===== config.mk =====
export PLATFORM = sky130hd
export DESIGN_NAME = pcw_pad_wired
export DESIGN_NICKNAME = d
export VERILOG_FILES = /design/src/pcw_pkg.sv /design/src/pcw_pad_wired.sv
export SDC_FILE = /design/constraint.sdc
export NUM_CORES = 1
export LEC_CHECK = 0
export ABC_AREA = 1
export BUFFER_PORTS_ARGS = -buffer_cell sky130_fd_sc_hd__buf_2
export CORE_UTILIZATION = 49
export CTS_CLUSTER_DIAMETER = 80
export DETAILED_ROUTE_END_ITERATION = 10
export PLACE_DENSITY = 0.89
export SYNTH_ARGS = -nofsm -noshare
export SYNTH_HDL_FRONTEND = slang
export SYNTH_SLANG_ARGS = --single-unit

===== constraint.sdc =====
create_clock -name clock -period 1.6 [get_ports clock]
set_input_delay 0.32 -clock clock [delete_from_list [all_inputs] [get_ports clock]]
set_output_delay 0.32 -clock clock [all_outputs]
set_load 0.05 [all_outputs]

===== src/pcw_pkg.sv =====
// Purpose: Shared constants and types for the pad cell and wired logic block
// Assumes: Single 40 MHz clock domain
// Notes:   Function codes select the pad output stage operation
package pcw_pkg;
    localparam int unsigned PCW_CLK_HZ        = 40000000;
    localparam int unsigned PCW_EDGE_DEC      = 4;
    localparam int unsigned PCW_DEC_IN        = 42;
    localparam int unsigned PCW_ROW_VARS      = 3;
    localparam int unsigned PCW_MAX_DECODERS  = 32;
    localparam logic        PCW_INIT_RESET    = 1'b0;
    localparam logic        PCW_KEEP_RESET    = 1'b1;

    typedef enum logic [1:0] {
        PCW_FN_PASS,
        PCW_FN_AND,
        PCW_FN_OR,
        PCW_FN_XOR
    } pcw_fn_t;

    typedef enum logic [1:0] {
        PCW_DRV_STD,
        PCW_DRV_WAND,
        PCW_DRV_WORAND
    } pcw_drv_t;

    typedef enum logic [1:0] {
        PCW_PAD_PULLUP,
        PCW_PAD_PULLDOWN,
        PCW_PAD_DRIVEN,
        PCW_PAD_EXTERNAL
    } pcw_pad_t;
endpackage : pcw_pkg


===== src/pcw_pad_wired.sv =====
// Purpose: Pad cell output stage, pad flip-flops, longline drivers with keeper, wide edge decoders
// Assumes: All pad clocks are modelled as per-flop edge selects sampled on one system clock
// Notes:   Pad-side inputs pass a two-stage synchroniser before any logic reads them
`timescale 1ns/1ps
module pcw_pad_wired
    import pcw_pkg::*;
#(
    parameter int unsigned N_CELLS = 4,
    parameter int unsigned N_ROWS  = 4,
    parameter int unsigned N_PADS  = 8
) (
    input  wire logic                   clock,
    input  wire logic                   arst_n,
    input  wire logic                   clk_en,
    input  wire logic                   configuring,
    input  wire logic                   global_set_clear,
    input  wire logic                   global_float,
    input  wire logic                   extest_active,
    // Pad output stage
    input  wire logic                   out_a,
    input  wire logic                   out_b,
    input  wire logic                   out_float,
    input  wire logic                   cfg_mux_mode,
    input  pcw_fn_t                     cfg_fn,
    input  wire logic                   cfg_inv_a,
    input  wire logic                   cfg_inv_b,
    input  wire logic                   cfg_use_oreg,
    input  wire logic                   cfg_inv_out,
    input  wire logic                   cfg_inv_float,
    input  wire logic                   cfg_init_set_o,
    input  wire logic                   cfg_init_set_i,
    // Pad clocks, sampled and edge detected
    input  wire logic                   out_clk_pin,
    input  wire logic                   in_clk_pin,
    input  wire logic                   early_clk_pin,
    input  wire logic                   cfg_inv_oclk,
    input  wire logic                   cfg_inv_iclk,
    input  wire logic                   cfg_early_to_o,
    input  wire logic                   cfg_early_to_i,
    input  wire logic                   pad_in_pin,
    input  pcw_pad_t                    cfg_pad_mode,
    // Longline drivers
    input  wire logic [2*N_CELLS-1:0]   drv_in0,
    input  wire logic [2*N_CELLS-1:0]   drv_in1,
    input  wire logic [2*N_CELLS-1:0]   drv_float,
    input  pcw_drv_t                    cfg_drv_mode,
    input  wire logic [1:0]             cfg_line_pullup,
    // Edge decoder
    input  wire logic [N_PADS-1:0]      dec_pad_in,
    input  wire logic [3*N_ROWS-1:0]    dec_row_in,
    input  wire logic [N_PADS+3*N_ROWS-1:0] cfg_dec_sel,
    input  wire logic [N_PADS+3*N_ROWS-1:0] cfg_dec_inv,
    input  wire logic                   cfg_dec_split,
    input  wire logic                   cfg_dec_to_pad,
    // Results
    output logic                        pad_out,
    output logic                        pad_out_en_n,
    output logic                        pad_pullup,
    output logic                        pad_pulldown,
    output logic                        in_reg_q,
    output logic [1:0]                  longline_q,
    output logic [1:0]                  dec_out_q,
    output logic                        dec_pad_q
);
    localparam int unsigned DW = N_PADS + 3 * N_ROWS;
    localparam int unsigned HW = DW / 2;

    // Two-flop synchronisers for every pin-side input
    logic [3:0] pin_s1_q, pin_s2_q, pin_s3_q;
    logic [N_PADS-1:0] dpad_s1_q, dpad_s2_q;
    always_ff @(posedge clock or negedge arst_n) begin
        if (!arst_n) begin
            pin_s1_q  <= 4'h0;
            pin_s2_q  <= 4'h0;
            pin_s3_q  <= 4'h0;
            dpad_s1_q <= '0;
            dpad_s2_q <= '0;
        end else if (clk_en) begin
            pin_s1_q  <= {pad_in_pin, early_clk_pin, in_clk_pin, out_clk_pin};
            pin_s2_q  <= pin_s1_q;
            pin_s3_q  <= pin_s2_q;      // Delayed copy for edge detection
            dpad_s1_q <= dec_pad_in;
            dpad_s2_q <= dpad_s1_q;
        end
    end

    // Clock source select and inversion; early clock may feed either or both
    logic oclk_now, oclk_prev, iclk_now, iclk_prev, o_edge, i_edge;
    always_comb begin
        oclk_now  = (cfg_early_to_o ? pin_s2_q[2] : pin_s2_q[0]) ^ cfg_inv_oclk;
        oclk_prev = (cfg_early_to_o ? pin_s3_q[2] : pin_s3_q[0]) ^ cfg_inv_oclk;
        iclk_now  = (cfg_early_to_i ? pin_s2_q[2] : pin_s2_q[1]) ^ cfg_inv_iclk;
        iclk_prev = (cfg_early_to_i ? pin_s3_q[2] : pin_s3_q[1]) ^ cfg_inv_iclk;
        o_edge    = oclk_now & ~oclk_prev;
        i_edge    = iclk_now & ~iclk_prev;
    end

    // Output stage: mux or two-input function generator
    logic a_v, b_v, fn_v;
    always_comb begin
        a_v = out_a ^ cfg_inv_a;
        b_v = out_b ^ cfg_inv_b;
        if (cfg_mux_mode) begin
            fn_v = cfg_inv_a ? out_b : out_a;   // Select reuses inv_a as mux select
        end else begin
            case (cfg_fn)
                PCW_FN_PASS: fn_v = a_v;
                PCW_FN_AND:  fn_v = a_v & b_v;
                PCW_FN_OR:   fn_v = a_v | b_v;
                PCW_FN_XOR:  fn_v = a_v ^ b_v;
                default:     fn_v = a_v;
            endcase
        end
    end

    // Output flop: configuration or the global net loads its set value; async reset clears it
    logic out_reg_q;
    always_ff @(posedge clock or negedge arst_n) begin
        if (!arst_n) begin
            out_reg_q <= PCW_INIT_RESET;
        end else if (clk_en) begin
            if (configuring || global_set_clear) begin
                out_reg_q <= cfg_init_set_o;
            end else if (o_edge) begin
                out_reg_q <= fn_v;
            end
        end
    end

    // Input path: fast capture latch rides on the output clock edge
    logic fcl_q, in_q;
    always_ff @(posedge clock or negedge arst_n) begin
        if (!arst_n) begin
            fcl_q <= PCW_INIT_RESET;
            in_q  <= PCW_INIT_RESET;
        end else if (clk_en) begin
            if (configuring || global_set_clear) begin
                fcl_q <= cfg_init_set_i;
                in_q  <= cfg_init_set_i;
            end else begin
                if (o_edge) begin
                    fcl_q <= pin_s2_q[3];
                end
                if (i_edge) begin
                    in_q <= cfg_early_to_o ? fcl_q : pin_s2_q[3];
                end
            end
        end
    end
    assign in_reg_q = in_q;

    // Pad drive, float and pull control, registered
    logic float_v;
    always_comb begin
        float_v = (out_float ^ cfg_inv_float)
                | (cfg_pad_mode != PCW_PAD_DRIVEN)
                | (global_float & ~extest_active);
    end
    always_ff @(posedge clock or negedge arst_n) begin
        if (!arst_n) begin
            pad_out      <= 1'b0;
            pad_out_en_n <= 1'b1;
            pad_pullup   <= 1'b1;
            pad_pulldown <= 1'b0;
        end else if (clk_en) begin
            pad_out      <= (cfg_use_oreg ? out_reg_q : fn_v) ^ cfg_inv_out;
            pad_out_en_n <= configuring | float_v;
            pad_pullup   <= configuring | (cfg_pad_mode == PCW_PAD_PULLUP);
            pad_pulldown <= ~configuring & (cfg_pad_mode == PCW_PAD_PULLDOWN);
        end
    end

    // Longline drivers: even index drives line above, odd line below
    logic [1:0] any_low, any_high, any_drv;
    always_comb begin
        any_low  = 2'h0;
        any_high = 2'h0;
        for (int i = 0; i < int'(2 * N_CELLS); i++) begin
            case (cfg_drv_mode)
                PCW_DRV_STD: begin
                    if (!drv_float[i]) begin
                        any_low[i%2]  = any_low[i%2]  | ~drv_in0[i];
                        any_high[i%2] = any_high[i%2] |  drv_in0[i];
                    end
                end
                PCW_DRV_WAND: begin
                    any_low[i%2] = any_low[i%2] | ~drv_in0[i];
                end
                PCW_DRV_WORAND: begin
                    any_low[i%2] = any_low[i%2] | ~(drv_in0[i] | drv_in1[i]);
                end
                default: begin
                    any_low[i%2] = any_low[i%2];
                end
            endcase
        end
        any_drv = any_low | any_high | cfg_line_pullup;
    end

    // Resolution and keeper; contention resolves low, as in the wired-AND sense
    always_ff @(posedge clock or negedge arst_n) begin
        if (!arst_n) begin
            longline_q <= {2{PCW_KEEP_RESET}};
        end else if (clk_en) begin
            for (int l = 0; l < 2; l++) begin
                if (any_low[l]) begin
                    longline_q[l] <= 1'b0;
                end else if (any_drv[l]) begin
                    longline_q[l] <= 1'b1;
                end
            end
        end
    end

    // Edge decoder: wired AND over selected true or complemented inputs
    logic [DW-1:0] dec_vec, dec_term;
    logic          dec_lo, dec_hi;
    always_comb begin
        dec_vec  = {dec_row_in, dpad_s2_q};
        dec_term = (dec_vec ^ cfg_dec_inv) | ~cfg_dec_sel;
        dec_lo   = &dec_term[HW-1:0];
        dec_hi   = &dec_term[DW-1:HW];
    end
    always_ff @(posedge clock or negedge arst_n) begin
        if (!arst_n) begin
            dec_out_q <= 2'h3;
            dec_pad_q <= 1'b1;
        end else if (clk_en) begin
            if (cfg_dec_split) begin
                dec_out_q <= {dec_hi, dec_lo};
            end else begin
                dec_out_q <= {2{dec_lo & dec_hi}};
            end
            // A decoder not routed to a pad leaves the pad copy idling high,
            // the same level its pull-up would give an unrouted wired line
            if (cfg_dec_to_pad) begin
                dec_pad_q <= dec_lo & (cfg_dec_split | dec_hi);
            end else begin
                dec_pad_q <= 1'b1;
            end
        end
    end

    // Checks
    pcw_nodrv_a: assert property (@(posedge clock) disable iff (!arst_n)
        clk_en && !any_drv[0] |=> $stable(longline_q[0]))
        else $error("keeper lost level");
    pcw_lowwin_a: assert property (@(posedge clock) disable iff (!arst_n)
        clk_en && any_low[1] |=> !longline_q[1])
        else $error("low drive not seen");
    pcw_gsr_a: assert property (@(posedge clock) disable iff (!arst_n)
        clk_en && global_set_clear |=> out_reg_q == $past(cfg_init_set_o))
        else $error("set clear value wrong");
    pcw_gfloat_a: assert property (@(posedge clock) disable iff (!arst_n)
        clk_en && global_float && !extest_active |=> pad_out_en_n)
        else $error("global float ignored");
    pcw_cfgpu_a: assert property (@(posedge clock) disable iff (!arst_n)
        clk_en && configuring |=> pad_pullup && pad_out_en_n)
        else $error("config pull-up off");
    pcw_hold_a: assert property (@(posedge clock) disable iff (!arst_n)
        clk_en && !o_edge && !global_set_clear && !configuring |=> $stable(out_reg_q))
        else $error("out flop moved without edge");
    pcw_wand_a: assert property (@(posedge clock) disable iff (!arst_n)
        clk_en && cfg_drv_mode == PCW_DRV_WAND && !drv_in0[0] |=> !longline_q[0])
        else $error("wired and failed");
    pcw_dec_a: assert property (@(posedge clock) disable iff (!arst_n)
        clk_en && !cfg_dec_split && cfg_dec_sel == '0 |=> dec_out_q == 2'h3)
        else $error("empty decoder not high");
    pcw_fn_a: assert property (@(posedge clock) disable iff (!arst_n)
        clk_en && !cfg_use_oreg |=> pad_out == ($past(fn_v) ^ $past(cfg_inv_out)))
        else $error("bypass path wrong");
    // Input flop must only move on its own edge, during configuration or on the global net
    pcw_inhold_a: assert property (@(posedge clock) disable iff (!arst_n)
        clk_en && !i_edge && !global_set_clear && !configuring |=> $stable(in_q))
        else $error("in flop moved without edge");
    // Any active driver or pull-up must beat the keeper
    pcw_override_a: assert property (@(posedge clock) disable iff (!arst_n)
        clk_en && any_drv[1] && !any_low[1] |=> longline_q[1])
        else $error("keeper not overridden");
    // Both OR-AND inputs low must pull the line down
    pcw_worand_a: assert property (@(posedge clock) disable iff (!arst_n)
        clk_en && cfg_drv_mode == PCW_DRV_WORAND && !drv_in0[1] && !drv_in1[1] |=> !longline_q[1])
        else $error("or-and low lost");
    // Default unused pad keeps its pull-up and never its pull-down
    pcw_pullup_a: assert property (@(posedge clock) disable iff (!arst_n)
        clk_en && !configuring && cfg_pad_mode == PCW_PAD_PULLUP |=> pad_pullup && !pad_pulldown)
        else $error("unused pad not pulled up");
    // Pull-down would fight the configuration pull-up
    pcw_cfgpd_a: assert property (@(posedge clock) disable iff (!arst_n)
        clk_en && configuring |=> !pad_pulldown)
        else $error("pull-down during config");
    // Split halves must report independently
    pcw_split_a: assert property (@(posedge clock) disable iff (!arst_n)
        clk_en && cfg_dec_split |=> dec_out_q == {$past(dec_hi), $past(dec_lo)})
        else $error("split decoder wrong");
    // Mux mode drives the pad from out_b when inv_a is set, else from out_a
    pcw_mux_a: assert property (@(posedge clock) disable iff (!arst_n)
        clk_en && cfg_mux_mode && !cfg_use_oreg && !cfg_inv_out
        |=> pad_out == ($past(cfg_inv_a) ? $past(out_b) : $past(out_a)))
        else $error("mux select wrong");

    pcw_split_c: cover property (@(posedge clock) disable iff (!arst_n) cfg_dec_split && dec_out_q == 2'h1);
    pcw_oedge_c: cover property (@(posedge clock) disable iff (!arst_n) clk_en && o_edge);
    pcw_keep_c:  cover property (@(posedge clock) disable iff (!arst_n) clk_en && any_drv == 2'h0);
    // Scenarios the bench is expected to reach: global pulse and wired-AND pull-down
    pcw_gsr_c:   cover property (@(posedge clock) disable iff (!arst_n) clk_en && global_set_clear);
    pcw_wand_c:  cover property (@(posedge clock) disable iff (!arst_n) clk_en && cfg_drv_mode == PCW_DRV_WAND
                                 && any_low[1]);
endmodule : pcw_pad_wired


==> results of run 1 <==
-- sequential cells by signal, indices dropped and copies added, names as in the netlist --
name,count
dpad_s1_q,8
pin_s2_q,4
in_reg_q,1
dpad_s2_q,8
dec_pad_q,1
pad_pullup,1
dec_out_q,2
pin_s1_q,4
pad_out_en_n,1
pin_s3_q,3
pad_out,1
fcl_q,1
pad_pulldown,1
out_reg_q,1
longline_q,2
-- per-stage QoR --
step           setup slack (ns)  TNS, ns  cell area (um2)  instances
2_1_floorplan            0.1452        0             2480        380
4_1_cts                  0.1634        0             3303        583
3_3_place_gp           0.001603        0             3222        575
5_1_grt                 0.01966        0             3303        583
3_5_place_dp            -0.1425  -0.2091             3222        575
6_report                 0.1543        0             3303        583
-- cells in the final DEF (no fill, tap or decap), drive strengths merged --
cell type | Yosys | layout
nor2 | 26 | 26
clkbuf | 2 | 7
a21boi | 1 | 1
o22ai | 5 | 5
nor3 | 1 | 1
ha | 2 | 2
a31oi | 1 | 1
clkinv | 0 | 1
dfstp | 7 | 7
o31ai | 1 | 1
nand3 | 19 | 19
nand2 | 157 | 157
o211ai | 3 | 3
buf | 5 | 135
a21oi | 6 | 6
xor2 | 1 | 1
dfrtp | 32 | 32
or2 | 8 | 8
xnor2 | 5 | 5
nand3b | 2 | 2
o21ai | 37 | 37
inv | 59 | 59
-- how the worst max path moves through the flow --
stage / from / cells past startpoint / end / slack, ns
2_1_floorplan: cfg_inv_b / 11 / pad_out / 0.15
3_3_place_gp: cfg_inv_b / 12 / pad_out / 0.002
3_5_place_dp: cfg_inv_b / 12 / pad_out / -0.14
4_1_cts: cfg_inv_b / 12 / pad_out / 0.16
5_1_grt: cfg_inv_a / 15 / pad_out / 0.02
6_report: cfg_inv_b / 12 / pad_out / 0.15
-- kinds of logic after synthesis --
logic type               count (synthesis)  share of synthesized area (%)
AND/OR/NAND/NOR                        213                          35.07
buffers and inverters                   66                          10.24
AO/OA/AOI/OAI                           54                          11.86
flip-flops                              39                          39.71
XOR/XNOR                                 6                          2.119
adder cells (fa/ha/maj)                  2                          1.009
-- layer usage --
| layer | share of wire [%] | GRT usage, % | vias to the layer above |
|---|---|---|---|
| li1 | - | - | 1439 |
| met1 | 40 | 26.50 | 1229 |
| met2 | 53 | 46.19 | 103 |
| met3 | 5.3 | 4.696 | 10 |
| met4 | 1.1 | 6.100 | 0 |
| met5 | 0 | 0 | - |
-- critical path, stage by stage --
cell and delay (ns):
buf_2 0.10, xnor2_1 0.19, inv_1 0.07, ha_1 0.31
nand3_1 0.12, nand2_1 0.07, nor2_1 0.08, nand2_1 0.07
nand3_1 0.09, nand3_1 0.08, nand3_1 0.08, nand2_1 0.05
-- final cells by class --
cell class	instances	area (um2)
fillers	412	1483
multi-input cells	275	1241
flip-flops and latches	39	984.7
repair buffers	135	690.7
inverters	59	221.5
well taps	67	83.83
clock buffers	7	76.32
clock inverters	1	5.005
-- power by group --
part / leakage (nW) / internal, mW / switching [mW]
logic: 1.48 / 0.285 / 0.417
registers: 0.470 / 1.10 / 0.0535
clock network: 0.0422 / 0.306 / 0.328
==> results.tsv, run 1 <==
metric	value	unit
status	finished, final reports clean	
core box area	4786	um2
CP Capture Type	flip-flop	
Routed Antenna Nets	0	
reg2reg setup slack	0.31	ns
share of cells above drive strength 1	31.40	%
GRT Overall Usage	23.95	%
1st-iter DRT viols	143	
most frequent cell after synthesis	nand2_1	
fmax	691.7	MHz
Synth area leaders	dfrtp_1, nand2_1, inv_1, dfstp_2, o21ai_0	
hold_buf cts	0	
CTS tree	done	
synthesized flop and latch total	39	
Critical Path RT	1.78	ns
Syn. warnings	0	
setup bufs post-CTS	0	
worst hold-check path type	in -> async	
clk sinks	39	
Final #Nets	637	
final WL	6.056	mm
Cells after Synth	380	
io pins	130	
largest net degree at the start of global routing	40	
Worst Path Arrival	1.63	ns
Final period util	90.36	%
total power	2.489	mW
predominant post-synthesis flop cell	dfrtp_1	
RSZ-0062 raised after global routing	no	
fin. max-slew vios	0	
Std-Cell Rows	25	
CP startpoint kind	input pin	
WHS	0.06683	ns
synth unique cells	28	
antenna violations before repair	0	
starting density of the core	51.82	%
Die Span Y	73.14	um
post-synth top area share	32.29	%
vias per inst	4.770	
DP Wirelength	4.933	mm
Layout area overhead	33.20	%
Post-synth top cells	nand2_1, inv_1, dfrtp_1	
via count	2781	
synthesized area	2480	um2
clk buf depth	2	
Peak VDD IR	0.0003946	V
setup violators final	0	
worst reg-to-reg path cell count	9	
area leader, netlist	dfrtp_1	
final hold violations	0	
Worst Skew	0.007147	ns
CP max FO	2	
Setup Crit Path Kind	in -> reg	
buffers added on ports	129	
syn_nets	502	
Lkg Pwr	1.994	nW
DR WL/cell	10.39	um
number of global-route vias before repair	2616	
Num CTS Buffers	5	
worst slew pin tran	0.4868	ns
Reg-to-Reg End	dec_out_q[0]	
Root Buffer	clkbuf_8	
FFs w/ async S/R, synth	100.0	%
Worst-Skew Late Latency	0.28	ns
die area	5349	um2
post-layout min period	1.446	ns
# diodes	0	
Post-synth EDFFs	0	
reg2reg start	dpad_s2_q[4]	
post_cts resized	0	
maxcap violations	0	
PwrDens	753.4	nW/um2
routability cong.	0.8213	
First-pass DRT Iterations	4	
register area share after synthesis	39.71	%
Residual DRC	0	
Max-Slew Margin vs Limit	67.54	%
Die W	73.14	um
clock transition at the registers of the reported paths	0.08	ns
gr ovfl total	0	
H-tree depth	2	
Core Util, Final	69.02	%
Syn Area/Cell	6.526	um2
first-pass GRT wire length	10.05	mm
Note: power is estimated with default switching activity, not from simulation.
==> run 2, diff against run 1 <==
--- a/config.mk
+++ b/config.mk
@@ -7,10 +7,12 @@
 export LEC_CHECK = 0
 export ABC_AREA = 1
 export BUFFER_PORTS_ARGS = -buffer_cell sky130_fd_sc_hd__buf_2
-export CORE_UTILIZATION = 49
+export CELL_PAD_IN_SITES_DETAIL_PLACEMENT = 1
+export CELL_PAD_IN_SITES_GLOBAL_PLACEMENT = 1
+export CORE_UTILIZATION = 32
 export CTS_CLUSTER_DIAMETER = 80
 export DETAILED_ROUTE_END_ITERATION = 10
-export PLACE_DENSITY = 0.89
+export PLACE_DENSITY = 0.88
 export SYNTH_ARGS = -nofsm -noshare
 export SYNTH_HDL_FRONTEND = slang
 export SYNTH_SLANG_ARGS = --single-unit
==> results.tsv, run 2 (same netlist as run 1, synthesis figures left out) <==
metric	value	unit	change
status	finished, final reports clean		
vias per inst	4.625		-3.0%
DP Wirelength	5.879	mm	+19%
1st-iter DRT viols	57		-60%
CP Capture Type	flip-flop		
first-pass GRT wire length	12.26	mm	+22%
routability cong.	0.8034		-2.2%
CTS tree	done		
Die W	90.03	um	+23%
CP startpoint kind	input pin		
Die Span Y	90.03	um	+23%
Worst path slowest cell	ha_1		
largest net degree at the start of global routing	47		+18%
core box area	7370	um2	+54%
die area	8105	um2	+52%
commonest non-fill, non-tap cells in the layout	nand2_1, buf_2, inv_1		
Worst Path Arrival	1.65	ns	+0.02 ns
Final period util	91.77	%	+1.4 points
starting density of the core	33.65	%	-18 points
# diodes	0		unchanged
CP most frequent cell	nand3_1		
setup bufs post-CTS	0		unchanged
Peak VDD IR	0.0003177	V	-19%
clk buf depth	2		unchanged
DR WL/cell	11.68	um	+12%
met3 wire len	405	um	+27%
Critical Path RT	1.78	ns	about the same
setup violators final	0		unchanged
Residual DRC	0		unchanged
final WL	7.173	mm	+18%
CP max FO	2		unchanged
number of global-route vias before repair	2964		+13%
antenna violations before repair	0		unchanged
share of cells above drive strength 1	31.65	%	+0.26 points
Worst Skew	0.006825	ns	-0.0003215 ns
fin. max-slew vios	0		unchanged
GRT Overall Usage	18.18	%	-5.8 points
clock transition at the registers of the reported paths	0.08	ns	about the same
H-tree depth	2		unchanged
buffers added on ports	129		unchanged
Core Util, Final	45.93	%	-23 points
via count	2840		+2.1%
CP cell instances	buf_2 > xnor2_1 > inv_1 > ha_1 > nand3_1 > nand2_1 > nor2_1 > nand2_1 > nand3_1 > nand3_1 > nand3_1 > nand2_1		
maxcap violations	0		unchanged
total power	2.723	mW	+9.4%
io pins	130		unchanged
fmax	681.1	MHz	-1.5%
PwrDens	804.5	nW/um2	+6.8%
First-pass DRT Iterations	4		unchanged
worst hold-check path type	in -> async		
commonest non-fill, non-tap cell in the layout	nand2_1		
Num CTS Buffers	5		unchanged
wire length on met2	3.655	mm	+14%
Setup Crit Path Kind	in -> reg		
Final TNS setup	0	ns	unchanged
Root Buffer	clkbuf_8		
clk sinks	39		unchanged
post_cts resized	0		unchanged
Critical Path Max Stage Delay	0.30	ns	about the same
met1 WL	2.983	mm	+22%
hold_buf cts	0		unchanged
gr ovfl total	0		unchanged
worst slew pin tran	0.5144	ns	+0.02760 ns
reg2reg setup slack	0.30	ns	about the same
highest routing layer actually used	met4		
Lkg Pwr	2.013	nW	+0.94%
Std-Cell Rows	31		+24%
Max-Slew Margin vs Limit	65.71	%	-1.8 points
Final #Nets	636		-0.16%
Top Registers	dpad_s1_q: 8 flops, dpad_s2_q: 8 flops		
RSZ-0062 raised after global routing	no		
Routed Antenna Nets	0		unchanged
Layout area overhead	36.48	%	
final hold violations	0		unchanged
post-layout min period	1.468	ns	+0.02260 ns
Worst-Skew Late Latency	0.29	ns	about the same
-- run 2: changes by cell type in the layout (fill, tap and decap cells not counted), sizes merged --
cell / delta
buf: -1
clkbuf: -1
bufinv: +1
-- run 2: layout make-up --
cell class,instances,area [um2]
multi-input cells,275,1241
fillers,1034,3985
clock buffers,6,82.58
flip-flops and latches,39,984.7
well taps,99,123.9
clock inverters,2,35.03
inverters,59,221.5
repair buffers,134,695.7
-- run 2: layer usage --
metal | GRT usage [%] | vias up
li1 | - | 1437
met3 | 3.976 | 14
met2 | 33.97 | 101
met5 | 0 | -
met4 | 5.511 | 0
met1 | 20.42 | 1288
-- run 2: critical path: cells and delay by family --
family,cells,cell delay [ns]
XOR/XNOR,1,0.23
buffers and inverters,2,0.18
adder cells (fa/ha/maj),1,0.30
AND/OR/NAND/NOR,8,0.61
-- run 2: power by group --
group	switching [mW]	total, mW	internal [mW]
clock network	0.348	0.853	0.505
logic	0.429	0.716	0.287
registers	0.0545	1.15	1.10
total	0.832	2.72	1.89
-- run 2: worst paths after layout --
kind                                  from            to  cells after the start
min in group clock         cfg_pad_mode[1]  pad_pulldown                      2
setup reg to reg              dpad_s2_q[4]  dec_out_q[0]                      9
max in group asynchronous           arst_n     dec_pad_q                      2
hold / removal                      arst_n   pin_s3_q[2]                      2
hold reg to reg                pin_s1_q[3]   pin_s1_q[3]                      2
setup / recovery                 cfg_inv_b       pad_out                     12
-- run 2: through the flow --
stage	std cells	setup slack (ns)	cell area (um2)	hold WS (ns)
after detailed placement	606	-0.1743	3267	0.4152
after global routing	614	0.01618	3385	0.1269
final	614	0.1317	3385	0.08051
after CTS	614	0.1385	3385	0.1032
after global placement	606	-0.02272	3267	0.4061
after floorplan	380	0.1452	2480	0.02441
==> run 3, diff against run 2 <==
--- a/config.mk
+++ b/config.mk
@@ -6,13 +6,13 @@
 export NUM_CORES = 1
 export LEC_CHECK = 0
 export ABC_AREA = 1
-export BUFFER_PORTS_ARGS = -buffer_cell sky130_fd_sc_hd__buf_2
 export CELL_PAD_IN_SITES_DETAIL_PLACEMENT = 1
 export CELL_PAD_IN_SITES_GLOBAL_PLACEMENT = 1
-export CORE_UTILIZATION = 32
+export CORE_UTILIZATION = 45
 export CTS_CLUSTER_DIAMETER = 80
 export DETAILED_ROUTE_END_ITERATION = 10
-export PLACE_DENSITY = 0.88
+export DONT_BUFFER_PORTS = 1
+export PLACE_DENSITY = 0.87
 export SYNTH_ARGS = -nofsm -noshare
 export SYNTH_HDL_FRONTEND = slang
 export SYNTH_SLANG_ARGS = --single-unit
==> results.tsv, run 3 (same netlist as run 1, synthesis figures left out) <==
metric	value	unit	change
Max-Slew Margin vs Limit	66.86	%	+1.2 points
fin. max-slew vios	0		unchanged
commonest non-fill, non-tap cells in the layout	nand2_1, inv_1, dfrtp_1		
worst hold-check path type	in -> reg		
CP startpoint kind	flip-flop		
H-tree depth	2		unchanged
first-pass GRT wire length	10.74	mm	-12%
io pins	130		unchanged
fmax	757.2	MHz	+11%
worst slew pin tran	0.4971	ns	-0.01732 ns
Std-Cell Rows	26		-16%
reg2reg start	dpad_s2_q[4]		
largest net degree at the start of global routing	48		+2.1%
total power	2.314	mW	-15%
Worst Path Arrival	1.00	ns	-0.65 ns
DR WL/cell	13.59	um	+16%
final WL	6.155	mm	-14%
commonest non-fill, non-tap cell in the layout	nand2_1		
CP Capture Type	output port		
Final #Nets	504		-21%
Peak VDD IR	0.0003260	V	+2.6%
antenna violations before repair	0		unchanged
Residual DRC	0		unchanged
core box area	5205	um2	-29%
die area	5812	um2	-28%
vias per inst	5.199		+12%
via count	2355		-17%
First-pass DRT Iterations	4		unchanged
worst reg-to-reg path cell count	9		unchanged
Num CTS Buffers	5		unchanged
maxcap violations	0		unchanged
clk sinks	39		unchanged
Routed Antenna Nets	0		unchanged
RSZ-0062 raised after global routing	no		
CTS tree	done		
1st-iter DRT viols	99		+74%
CP max FO	2		unchanged
Worst-Skew Late Latency	0.29	ns	about the same
Die Span Y	76.24	um	-15%
post-layout min period	1.321	ns	-0.1476 ns
Layout fillers	722		-30%
Placed Cells	443		-27%
GRT Overall Usage	22.78	%	+4.6 points
Final TNS setup	0	ns	unchanged
Lkg Pwr	1.465	nW	-27%
Layout area overhead	7.013	%	
Setup Crit Path Kind	reg -> out		
# diodes	0		unchanged
starting density of the core	47.64	%	+14 points
final hold violations	0		unchanged
gr ovfl total	0		unchanged
Hold Path Origin	cfg_pad_mode[1]		
routability cong.	0.8541		+6.3%
number of global-route vias before repair	2573		-13%
status	finished, final reports clean		
Worst Skew	0.003721	ns	-0.003104 ns
Setup crit start	pad_out_en_n		
hold depth	1		
Root Buffer	clkbuf_8		
buffers added on ports	0		-100%
share of cells above drive strength 1	7.833	%	-24 points
post_cts resized	0		unchanged
Final period util	82.54	%	-9.2 points
Critical Path RT	1.28	ns	-0.50 ns
clk buf depth	2		unchanged
setup violators final	0		unchanged
Top Registers	dpad_s1_q: 8 flops, dpad_s2_q: 8 flops		
Post-Layout Cell Count	453		-26%
Worst path depth	0		-12
Die W	76.24	um	-15%
DP Wirelength	4.936	mm	-16%
clock transition at the registers of the reported paths	0.08	ns	about the same
PwrDens	872.0	nW/um2	+8.4%
[run 3: cell types whose count changed in the layout (fill, tap and decap cells not counted)]
cell | previous run | this run
clkinvlp_4 | 0 | 2
dlygate4sd3_1 | 0 | 1
bufinv_16 | 1 | 0
buf_2 | 129 | 0
buf_4 | 4 | 0
clkbuf_8 | 6 | 5
[run 3: layout make-up]
cell class	instances	area, um2	share of cell area (%)
well taps	70	87.58	3.300
flip-flops and latches	39	984.7	37.11
inverters	59	221.5	8.345
clock inverters	3	20.02	0.7544
multi-input cells	275	1241	46.77
clock buffers	5	68.82	2.593
repair buffers	2	30.03	1.132
[run 3: per-layer routing]
metal / part of all wire (%) / GRT usage [%] / vias up
met2: 52 / 42.25 / 89
met4: 2.9 / 11.15 / 0
li1: - / - / 1168
met1: 39 / 24.12 / 1081
met5: 0 / 0 / -
met3: 6.5 / 5.030 / 17
[run 3: per-stage QoR]
step | worst slack, ns | hold slack [ns] | util [%] | instance area (um2)
finish | 0.2793 | 0.1293 | 50.99 | 2654
global route | 0.1601 | 0.1103 | 50.99 | 2654
CTS | 0.2642 | 0.1171 | 50.99 | 2654
detailed placement | 0.02172 | 0.02515 | 48.70 | 2535
global placement | 0.08614 | 0.02513 | 48.70 | 2535
floorplan | 0.1452 | 0.02441 | - | 2480
[run 3: path summary, 6_finish.rpt]
kind / slack, ns / end
max reg2reg: 0.32 / dec_out_q[0]
max: 0.28 / pad_out_en_n
min in group asynchronous: 0.50 / pin_s2_q[2]
max in group asynchronous: 0.84 / longline_q[0]
min: 0.13 / pad_pulldown
min reg2reg: 0.47 / dpad_s1_q[1]
[run 3: timing repair]
action | CTS | global route
hold endpoints to repair | 39 | 0
hold buffers | 2 | 0
setup buffers | 0 | 0
[run 3: power by group]
part,switching [mW],internal [mW],total (mW)
Clock,0.354,0.303,0.658
Sequential,0.152,1.10,1.25
Combinational,0.238,0.165,0.403
